<file path="src/common/sqc_pkg.sv">
// constants and types for the supply sequencer channel control block
//
// Summary of operation
// - channel with position select low is unused
// - after start, position select low forces enable low
// - switched-off channel stays off until next start
// - off channel leaves sequencing and monitoring
// - fault clears: command low, supplies below down
// - before start, forced channels drive enable high unless an external fault is present
// - forced channel comparator uses sequence-up threshold
// - reset and overvoltage work outside sequencing
// - forcing with command low suppresses internal faults
// - logged faults kept and reported after forcing
// - master first raises reset fault in monitoring
// - pulled-up completion pin marks last device
// - time position ends at sequence threshold
// - straps low/high give 67 percent thresholds
// - enables spaced by one spacing timer period
// - monitor index matches channel index
// - power-good timer expiry gives sequence fault
// - reset released one reset delay after undervoltage
// - overvoltage flag released one reset delay later
// - fault drives every enable low
// - command high starts up, low starts down
// - completion low after eight positions up, high down
`default_nettype none
package sqc_pkg;
  localparam int NCH = 4;
  localparam logic [3:0] POS_UNUSED = 4'h0;
  localparam logic [3:0] POS_FIRST = 4'h1;
  localparam logic [3:0] POS_LAST = 4'h8;
  localparam logic [3:0] POS_FORCE = 4'hf;
  localparam logic [1:0] STRAP_GND = 2'h0;
  localparam logic [1:0] STRAP_VCC = 2'h3;
  localparam logic [6:0] PCT_67 = 7'h43;
  localparam logic [6:0] PCT_100 = 7'h64;
  localparam int CLK_MHZ = 100;
  localparam int SPACING_MS = 29;
  localparam int POWER_GOOD_MS = 400;
  localparam int RESET_DELAY_MS = 190;
  localparam int EMPTY_POS_US = 25;
  localparam logic [31:0] SPACING_CYC = 32'(SPACING_MS * 1000 * CLK_MHZ);
  localparam logic [31:0] POWER_GOOD_CYC = 32'(POWER_GOOD_MS * 1000 * CLK_MHZ);
  localparam logic [31:0] RESET_DELAY_CYC = 32'(RESET_DELAY_MS * 1000 * CLK_MHZ);
  localparam logic [31:0] EMPTY_POS_CYC = 32'(EMPTY_POS_US * CLK_MHZ);
  localparam logic [31:0] ONE = 32'h0000_0001;
  typedef struct packed {
    logic [3:0] pos;
    logic above_uv;
    logic above_seq;
    logic below_down;
    logic above_ov;
  } sqc_chan_in_type;
  typedef struct packed {
    logic seq;
    logic rst;
    logic ext;
  } sqc_fault_type;
  typedef enum logic [2:0] {
    S_IDLE = 3'b000,
    S_UP_POS = 3'b001,
    S_UP_GAP = 3'b010,
    S_MON = 3'b011,
    S_DN_POS = 3'b100,
    S_DN_GAP = 3'b101,
    S_FAULT = 3'b110
  } sqc_state_type;
endpackage : sqc_pkg
`default_nettype wire

</file>
<file path="src/rtl/sqc_channel_control.sv">
// supply sequencer channel control and supervision logic
`default_nettype none
module sqc_channel_control #(
  parameter logic [31:0] SPACING_CYCLES = sqc_pkg::SPACING_CYC,
  parameter logic [31:0] POWER_GOOD_CYCLES = sqc_pkg::POWER_GOOD_CYC,
  parameter logic [31:0] RESET_DELAY_CYCLES = sqc_pkg::RESET_DELAY_CYC
) (
  input wire logic clock,
  input wire logic rst_n,
  input wire sqc_pkg::sqc_chan_in_type [3:0] chans,
  input wire logic seq_cmd,
  input wire logic [1:0] designation_strap_a,
  input wire logic [1:0] designation_strap_b,
  input wire logic seq_threshold_strap_a,
  input wire logic seq_threshold_strap_b,
  input wire logic fault_line_n,
  output logic fault_line_oe,
  output logic fault_line_o,
  input wire logic done_pin,
  output logic done_pin_oe,
  output logic done_pin_o,
  output logic cas_pin_oe,
  output logic cas_pin_o,
  output logic [3:0] supply_enable,
  output logic [3:0] comparator_output,
  output logic reset_out_n,
  output logic overvoltage_flag_n,
  output logic [6:0] seq_threshold_pct,
  output logic last_status,
  output var sqc_pkg::sqc_fault_type fault_report
);
  // ****************************************
  // channel decode
  // ****************************************
  function automatic logic [3:0] chan_mask(input sqc_pkg::sqc_chan_in_type [3:0] c,
                                           input logic [3:0] p);
    logic [3:0] m;
    m = 4'h0;
    for (int i = 0; i < sqc_pkg::NCH; i++) begin
      m[i] = (c[i].pos == p);
    end
    return m;
  endfunction : chan_mask

  sqc_pkg::sqc_state_type state_r, state_nxt;
  logic [3:0] pos_r, pos_nxt, off_r, off_nxt, en_r, en_nxt, cmp_r, cmp_nxt;
  logic [31:0] tmr_r, tmr_nxt, pg_r, pg_nxt;
  logic pg_run_r, pg_run_nxt, done_oe_r, done_oe_nxt, cas_oe_r, cas_oe_nxt;
  sqc_pkg::sqc_fault_type flog_r, flog_nxt, ev, rep_r, rep_nxt;
  logic flt_oe_r, flt_oe_nxt, last_r, last_nxt, cap_r, cap_nxt;
  logic [6:0] thr_r, thr_nxt;
  logic rst_out_r, rst_out_nxt, ov_r, ov_nxt;
  logic [31:0] rcnt_r, rcnt_nxt, ocnt_r, ocnt_nxt;
  logic [3:0] used, forced, act, m, above_uv, above_seq, below_down, above_ov, mon;
  logic seq_act, forcing, ext_fault, clear, fault_any, master_first, rst_ok;

  always_comb begin
    for (int i = 0; i < sqc_pkg::NCH; i++) begin
      above_uv[i] = chans[i].above_uv;
      above_seq[i] = chans[i].above_seq;
      below_down[i] = chans[i].below_down;
      above_ov[i] = chans[i].above_ov;
    end
  end

  assign used = ~chan_mask(chans, sqc_pkg::POS_UNUSED);
  assign forced = chan_mask(chans, sqc_pkg::POS_FORCE);
  assign act = used & ~forced & ~off_r;
  assign seq_act = (state_r != sqc_pkg::S_IDLE);
  assign forcing = !seq_act && (forced != 4'h0);
  assign ext_fault = !fault_line_n && !flt_oe_r;
  assign clear = !seq_cmd && (below_down == 4'hf);
  assign master_first = (designation_strap_a == sqc_pkg::STRAP_GND) &&
                        (designation_strap_b == sqc_pkg::STRAP_GND);
  assign m = chan_mask(chans, pos_r) & act;
  assign mon = (state_r == sqc_pkg::S_MON) ? act : 4'hf;
  assign rst_ok = ((state_r == sqc_pkg::S_MON) || (state_r == sqc_pkg::S_IDLE)) &&
                  ((mon & above_uv) == mon);

  // ****************************************
  // sequencer and fault log
  // ****************************************
  always_comb begin
    state_nxt = state_r;
    pos_nxt = pos_r;
    tmr_nxt = tmr_r;
    pg_nxt = pg_r;
    pg_run_nxt = pg_run_r;
    done_oe_nxt = done_oe_r;
    cas_oe_nxt = cas_oe_r;
    en_nxt = en_r;
    cmp_nxt = 4'h0;
    ev = '0;
    off_nxt = seq_act ? (off_r | ~used) : off_r;
    ev.ext = ext_fault;
    if (pg_run_r) begin
      pg_nxt = pg_r + sqc_pkg::ONE;
      if (((state_r == sqc_pkg::S_UP_POS) || (state_r == sqc_pkg::S_UP_GAP)) &&
          ((act & above_uv) == act)) begin
        pg_run_nxt = 1'b0;
      end else if (((state_r == sqc_pkg::S_DN_POS) || (state_r == sqc_pkg::S_DN_GAP)) &&
                   ((act & below_down) == act)) begin
        pg_run_nxt = 1'b0;
      end else if (pg_r >= POWER_GOOD_CYCLES - sqc_pkg::ONE) begin
        ev.seq = 1'b1;
        pg_run_nxt = 1'b0;
      end
    end
    // a falling reset here is a supervision failure, not a sequencing step
    ev.rst = master_first && (state_r == sqc_pkg::S_MON) && rst_out_r && !rst_ok;
    if (forcing && !seq_cmd) begin
      ev.seq = 1'b0;
      ev.rst = 1'b0;
    end
    // set wins over clear so no event is lost
    flog_nxt = (clear ? sqc_pkg::sqc_fault_type'(3'h0) : flog_r) | ev;
    fault_any = (flog_nxt != 3'h0);
    unique case (state_r)
      sqc_pkg::S_IDLE: begin
        en_nxt = ext_fault ? 4'h0 : forced;
        cmp_nxt = forced & above_seq;
        pg_run_nxt = 1'b0;
        if (seq_cmd && !forcing && !fault_any) begin
          state_nxt = sqc_pkg::S_UP_POS;
          off_nxt = 4'h0;
          en_nxt = 4'h0;
          pos_nxt = sqc_pkg::POS_FIRST;
          tmr_nxt = 32'h0000_0000;
          cas_oe_nxt = 1'b1;
        end
      end
      sqc_pkg::S_UP_POS: begin
        en_nxt = en_r | m;
        tmr_nxt = tmr_r + sqc_pkg::ONE;
        if ((m != 4'h0) && !pg_run_r && (en_r == 4'h0)) begin
          pg_run_nxt = 1'b1;
          pg_nxt = 32'h0000_0000;
        end
        if ((m == 4'h0) ? (tmr_r >= sqc_pkg::EMPTY_POS_CYC - sqc_pkg::ONE)
                        : ((m & above_seq) == m)) begin
          state_nxt = sqc_pkg::S_UP_GAP;
          cas_oe_nxt = 1'b0;
          tmr_nxt = 32'h0000_0000;
        end
      end
      sqc_pkg::S_UP_GAP: begin
        tmr_nxt = tmr_r + sqc_pkg::ONE;
        if (tmr_r >= SPACING_CYCLES - sqc_pkg::ONE) begin
          tmr_nxt = 32'h0000_0000;
          if (pos_r == sqc_pkg::POS_LAST) begin
            state_nxt = sqc_pkg::S_MON;
            done_oe_nxt = 1'b1;
          end else begin
            state_nxt = sqc_pkg::S_UP_POS;
            pos_nxt = pos_r + 4'h1;
            cas_oe_nxt = 1'b1;
          end
        end
      end
      sqc_pkg::S_MON: begin
        cmp_nxt = act & above_uv;
        if (!seq_cmd) begin
          state_nxt = sqc_pkg::S_DN_POS;
          pos_nxt = sqc_pkg::POS_LAST;
          tmr_nxt = 32'h0000_0000;
          cas_oe_nxt = 1'b1;
          pg_run_nxt = 1'b0;
        end
      end
      sqc_pkg::S_DN_POS: begin
        en_nxt = en_r & ~m;
        tmr_nxt = tmr_r + sqc_pkg::ONE;
        if (((en_r & m) != 4'h0) && !pg_run_r && ((en_r & act) == act)) begin
          pg_run_nxt = 1'b1;
          pg_nxt = 32'h0000_0000;
        end
        if ((m == 4'h0) ? (tmr_r >= sqc_pkg::EMPTY_POS_CYC - sqc_pkg::ONE)
                        : ((m & below_down) == m)) begin
          state_nxt = sqc_pkg::S_DN_GAP;
          cas_oe_nxt = 1'b0;
          tmr_nxt = 32'h0000_0000;
        end
      end
      sqc_pkg::S_DN_GAP: begin
        tmr_nxt = tmr_r + sqc_pkg::ONE;
        if (tmr_r >= SPACING_CYCLES - sqc_pkg::ONE) begin
          tmr_nxt = 32'h0000_0000;
          if (pos_r == sqc_pkg::POS_FIRST) begin
            state_nxt = sqc_pkg::S_IDLE;
            done_oe_nxt = 1'b0;
          end else begin
            state_nxt = sqc_pkg::S_DN_POS;
            pos_nxt = pos_r - 4'h1;
            cas_oe_nxt = 1'b1;
          end
        end
      end
      sqc_pkg::S_FAULT: begin
        en_nxt = 4'h0;
        // no re-sequencing until the log is cleared
        if (!fault_any) begin
          state_nxt = sqc_pkg::S_IDLE;
        end
      end
      default: begin
        state_nxt = sqc_pkg::S_FAULT;
      end
    endcase
    if (seq_act && fault_any) begin
      state_nxt = sqc_pkg::S_FAULT;
      en_nxt = 4'h0;
      cas_oe_nxt = 1'b0;
      done_oe_nxt = 1'b0;
      pg_run_nxt = 1'b0;
    end
    if (seq_act) begin
      en_nxt = en_nxt & ~off_nxt;
    end
    rep_nxt = forcing ? sqc_pkg::sqc_fault_type'({2'h0, ext_fault}) : flog_nxt;
    flt_oe_nxt = forcing ? 1'b0 : ((flog_nxt.seq | flog_nxt.rst) != 1'b0);
    // pin is only sampled while released, so our own drive cannot be mistaken
    cap_nxt = 1'b1;
    last_nxt = (!cap_r && !done_oe_r) ? done_pin : last_r;
    thr_nxt = (!seq_threshold_strap_a && seq_threshold_strap_b) ? sqc_pkg::PCT_67
                                                                : sqc_pkg::PCT_100;
  end

  always_ff @(posedge clock or negedge rst_n) begin
    if (!rst_n) begin
      state_r <= sqc_pkg::S_IDLE;
      pos_r <= sqc_pkg::POS_UNUSED;
      tmr_r <= 32'h0000_0000;
      pg_r <= 32'h0000_0000;
      pg_run_r <= 1'b0;
      done_oe_r <= 1'b0;
      cas_oe_r <= 1'b0;
      en_r <= 4'h0;
      cmp_r <= 4'h0;
      off_r <= 4'h0;
      flog_r <= '0;
      rep_r <= '0;
      flt_oe_r <= 1'b0;
      last_r <= 1'b0;
      cap_r <= 1'b0;
      thr_r <= sqc_pkg::PCT_100;
    end else begin
      state_r <= state_nxt;
      pos_r <= pos_nxt;
      tmr_r <= tmr_nxt;
      pg_r <= pg_nxt;
      pg_run_r <= pg_run_nxt;
      done_oe_r <= done_oe_nxt;
      cas_oe_r <= cas_oe_nxt;
      en_r <= en_nxt;
      cmp_r <= cmp_nxt;
      off_r <= off_nxt;
      flog_r <= flog_nxt;
      rep_r <= rep_nxt;
      flt_oe_r <= flt_oe_nxt;
      last_r <= last_nxt;
      cap_r <= cap_nxt;
      thr_r <= thr_nxt;
    end
  end

  // ****************************************
  // reset and overvoltage supervision
  // ****************************************
  always_comb begin
    rst_out_nxt = rst_out_r;
    rcnt_nxt = rcnt_r;
    ov_nxt = ov_r;
    ocnt_nxt = ocnt_r;
    if (!rst_ok) begin
      rst_out_nxt = 1'b0;
      rcnt_nxt = 32'h0000_0000;
    end else if (!rst_out_r) begin
      rcnt_nxt = rcnt_r + sqc_pkg::ONE;
      if (rcnt_r >= RESET_DELAY_CYCLES - sqc_pkg::ONE) begin
        rst_out_nxt = 1'b1;
      end
    end
    if (above_ov != 4'h0) begin
      ov_nxt = 1'b0;
      ocnt_nxt = 32'h0000_0000;
    end else if (!ov_r) begin
      ocnt_nxt = ocnt_r + sqc_pkg::ONE;
      if (ocnt_r >= RESET_DELAY_CYCLES - sqc_pkg::ONE) begin
        ov_nxt = 1'b1;
      end
    end
  end

  always_ff @(posedge clock or negedge rst_n) begin
    if (!rst_n) begin
      rst_out_r <= 1'b0;
      rcnt_r <= 32'h0000_0000;
      ov_r <= 1'b1;
      ocnt_r <= 32'h0000_0000;
    end else begin
      rst_out_r <= rst_out_nxt;
      rcnt_r <= rcnt_nxt;
      ov_r <= ov_nxt;
      ocnt_r <= ocnt_nxt;
    end
  end

  assign supply_enable = en_r;
  assign comparator_output = cmp_r;
  assign reset_out_n = rst_out_r;
  assign overvoltage_flag_n = ov_r;
  assign seq_threshold_pct = thr_r;
  assign last_status = last_r;
  assign fault_report = rep_r;
  assign fault_line_oe = flt_oe_r;
  assign done_pin_oe = done_oe_r;
  assign cas_pin_oe = cas_oe_r;
  // open-drain pins only ever drive low
  assign fault_line_o = 1'b0;
  assign done_pin_o = 1'b0;
  assign cas_pin_o = 1'b0;
endmodule : sqc_channel_control
`default_nettype wire

</file>
<file path="config.mk">
export PLATFORM = sky130hd
export DESIGN_NAME = sqc_channel_control
export DESIGN_NICKNAME = d
export VERILOG_FILES = /design/src/common/sqc_pkg.sv /design/src/rtl/sqc_channel_control.sv
export SDC_FILE = /design/constraint.sdc
export NUM_CORES = 1
export LEC_CHECK = 0
export BUFFER_PORTS_ARGS = -buffer_cell sky130_fd_sc_hd__buf_4
export CAP_MARGIN = 20
export CORE_ASPECT_RATIO = 1.75
export CORE_MARGIN = 10
export CORE_UTILIZATION = 55
export CTS_CLUSTER_SIZE = 10
export DETAILED_ROUTE_END_ITERATION = 8
export PLACE_DENSITY = 0.74
export SYNTH_ARGS = -nofsm -noshare
export SYNTH_HDL_FRONTEND = slang
export SYNTH_SLANG_ARGS = --single-unit
</file>
<file path="constraint.sdc">
create_clock -name clock -period 3.1 [get_ports clock]
set_input_delay 0.155 -clock clock [delete_from_list [all_inputs] [get_ports clock]]
set_output_delay 0.155 -clock clock [all_outputs]
set_load 0.02 [all_outputs]
</file>
==> metrics <==
final hold viol count 0; Seq/Total Area, Yosys 44.1%; # setup viols final 0; routed wire length 24.2 mm; CTS tree built; htree depth 4; simple-gate share of the synthesized area 26.2%; post-synthesis register bit count 163; fmax 0.334 GHz; CTS buffer count 17; WL/cell 17.8 µm; syn_area_per_cell 8.93 µm²; Detailed Route Iter0 Violations 595; XOR/XNOR share of the synthesized area 10.1%; via/cell ratio 5.95; fin crit period 3.00 ns; met1 Use GR 22.3%; layout overhead on the synthesized area 17.3%; root buf cell clkbuf_16; Ports 70; GR Layer Usage met3 3.96%; initial antenna violation count 0; Antenna Violating Nets Remaining 0; post-synthesis mux area share 0.690%; CP endpoint tmr_r[22]$_DFFE_PN0P_; Die ar. 0.0226 mm²; share of the synthesized area in the top cell type 43.6%; nets 1179; Post-Synthesis Cells 1036; ANT cells 0; Crit. End Element flop; row cnt 62; fin util 65.9%; DP HPWL 17.6 mm; fin cells 1364; R2R setup slack 0.10 ns; compound-gate portion of the synthesized area 13.7%; Core Footprint 0.0164 mm²; grt ovf 0; slew margin rel. 60.3%; CTS clk-pin slew, worst paths 0.07 ns; slew at the pin closest to its max-slew limit 0.596 ns; top-count cell post-synth dfrtp_1; status finished, final reports clean; placed inst area 0.0101 mm²; share of layout cells above drive strength 1 14.6%; RePlAce Congestion 0.932; most frequent cells after synthesis 161 x dfrtp_1, 160 x nor2_1, 95 x nand2_1; Post-Syn Area 0.00925 mm²; Synth Area in Adders 1.08%; Synth area leaders dfrtp_1 44%, nor2_1 6.5%, xnor2_1 5.1%; # DRC 0; worst r2r dst tmr_r[22]$_DFFE_PN0P_; YS warnings 0; RSZ-0062 raised after global routing true; Initial Utilization 56.2%; Lkg Pwr 4.51 nW; maximum buffer depth of the clock tree 2; period utilisation layout 96.7%; Final Slew Violations 0; crit-path max FO 30; Die H 192 µm; number of synthesized flops with an enable pin 0; Worst Reg-to-Reg Cells 9; Post-synth ARST share 100%; Hold Crit Class in2reg; vias in the first global route 8127; first-pass GRT wire length 39.7 mm; largest family of logic cells by synthesized area simple AND/OR/NAND/NOR gates; Unique masters post-synth 71; hold slack final 0.116 ns; most used routing layer met2; clock skew 0.0123 ns; placed cells 1320; Port Buf Inserts 63; ys flop type dfrtp_1; setup tns final 0 ns; Synth area leader dfrtp_1; vias 8109; critical path type reg2reg; Worst Path Required 3.48 ns; Setup crit start kind flop; all-layer global routing usage 21.4%; post-route cell area 0.0108 mm²; Die W 118 µm; CTS sink cnt 163; global-route met2 utilization 39.7%; Setup crit start tmr_r[22]$_DFFE_PN0P_; pin count of the biggest net entering global routing 76; first-pass detailed-route iteration total 5; PD cells 463 mW/mm²; FF-to-FF Start tmr_r[22]$_DFFE_PN0P_; max-cap check violation count 0; Clock Latency Late Sink 0.44 ns; crit path DAT 3.38 ns; maximum vdd drop 355 µV
## where the power goes
group | switching [W] | leakage, nW | total (W) | internal [W]
Clock | 0.000897 | 0.271 | 0.00203 | 0.00113
Combinational | 0.000337 | 2.14 | 0.000620 | 0.000283
Sequential | 0.000143 | 2.09 | 0.00237 | 0.00222
## worst max-delay path: stages (launching register included)
cell and delay, ns:
dfrtp_1 0.46, or4_1 0.58, nor4_4 0.20, o211ai_1 0.12, or4_1 0.45, a221oi_2 0.27, o31a_2 0.31, buf_12 0.20
nor3b_1 0.21, a211o_1 0.12
## per-stage QoR
step	total power, W	setup slack (ns)
CTS	0.00504	0.110
detailed placement	0.00301	0.0397
finish	0.00502	0.103
floorplan	0.00277	0.365
global route	0.00523	-0.00252
global placement	0.00299	0.0549
## area by class of cell
type                            count  area [µm²]
Clock buffer                       18         439
Clock inverter                     13         123
Fill cell                        1373        5600
Inverter                           17        63.8
Multi-Input combinational cell    807        4840
Sequential cell                   163        4080
Tap cell                          224         280
Timing Repair Buffer              122        1010
## logic make-up (layout without fill, tap and decap cells)
group,Yosys count,after routing
compound gates,189,189
xor+xnor,107,107
fa+ha+maj,8,8
buf+inv,71,170
flops,163,163
mux,6,6
other cells,2,7
simple gates,490,490
## registers in the layout (all words and copies together) (netlist names), 2 cells and up
name	count
pg_r	32
ocnt_r	32
pos_r	4
fault_report	3
off_r	4
rcnt_r	32
flog_r	3
tmr_r	32
state_r	3
supply_enable	4
seq_threshold_pct	2
comparator_output	4
## layer usage
metal / share of wire (%) / vias to the layer above
met5: 0 / -
met4: 4.0 / 0
met3: 4.1 / 65
met1: 37 / 3940
met2: 55 / 220
li1: - / 3884
## how the worst min path moves through the flow
stage               startpoint               endpoint  slack (ns)  cells past startpoint
floorplan                rst_n        cap_r$_DFF_PN0_       -0.14                      0
global placement         rst_n  ocnt_r[8]$_DFFE_PN0P_        0.18                      1
detailed placement       rst_n  ocnt_r[8]$_DFFE_PN0P_        0.18                      1
CTS                    seq_cmd     pg_run_r$_DFF_PN0_         0.1                      2
global route           seq_cmd     pg_run_r$_DFF_PN0_        0.13                      2
finish                 seq_cmd     pg_run_r$_DFF_PN0_        0.12                      2
## placed cells by master, fill, tap and decap left out, types with 4 or more instances in the layout
cell type,n
dfrtp_1,161
nor2_1,160
buf_4,104
nand2_1,95
nand3_1,55
xnor2_1,54
xor2_1,53
a21oi_1,40
o21ai_0,37
nand4_1,27
and3_1,26
a31oi_1,25
nor3_1,24
nor4_1,23
inv_1,17
clkbuf_16,17
and4_1,16
dlygate4sd3_1,12
nor3b_1,11
nand2b_1,10
or3_1,9
a41oi_1,9
o22ai_1,7
and2_1,7
ha_1,7
conb_1,7
or4_1,6
or2_2,6
nor2b_1,6
a21o_1,6
a211o_1,6
o311ai_0,5
o31ai_1,5
buf_12,5
o41ai_1,4
o211ai_1,4
inv_6,4
## what timing repair did
action	CTS	global route
setup endpoints to repair	0	11
resized for setup	0	3
endpoints found under the hold margin	67	0
hold buffers	12	0
setup buffers	0	1
Power figures use the tool's default switching activity.
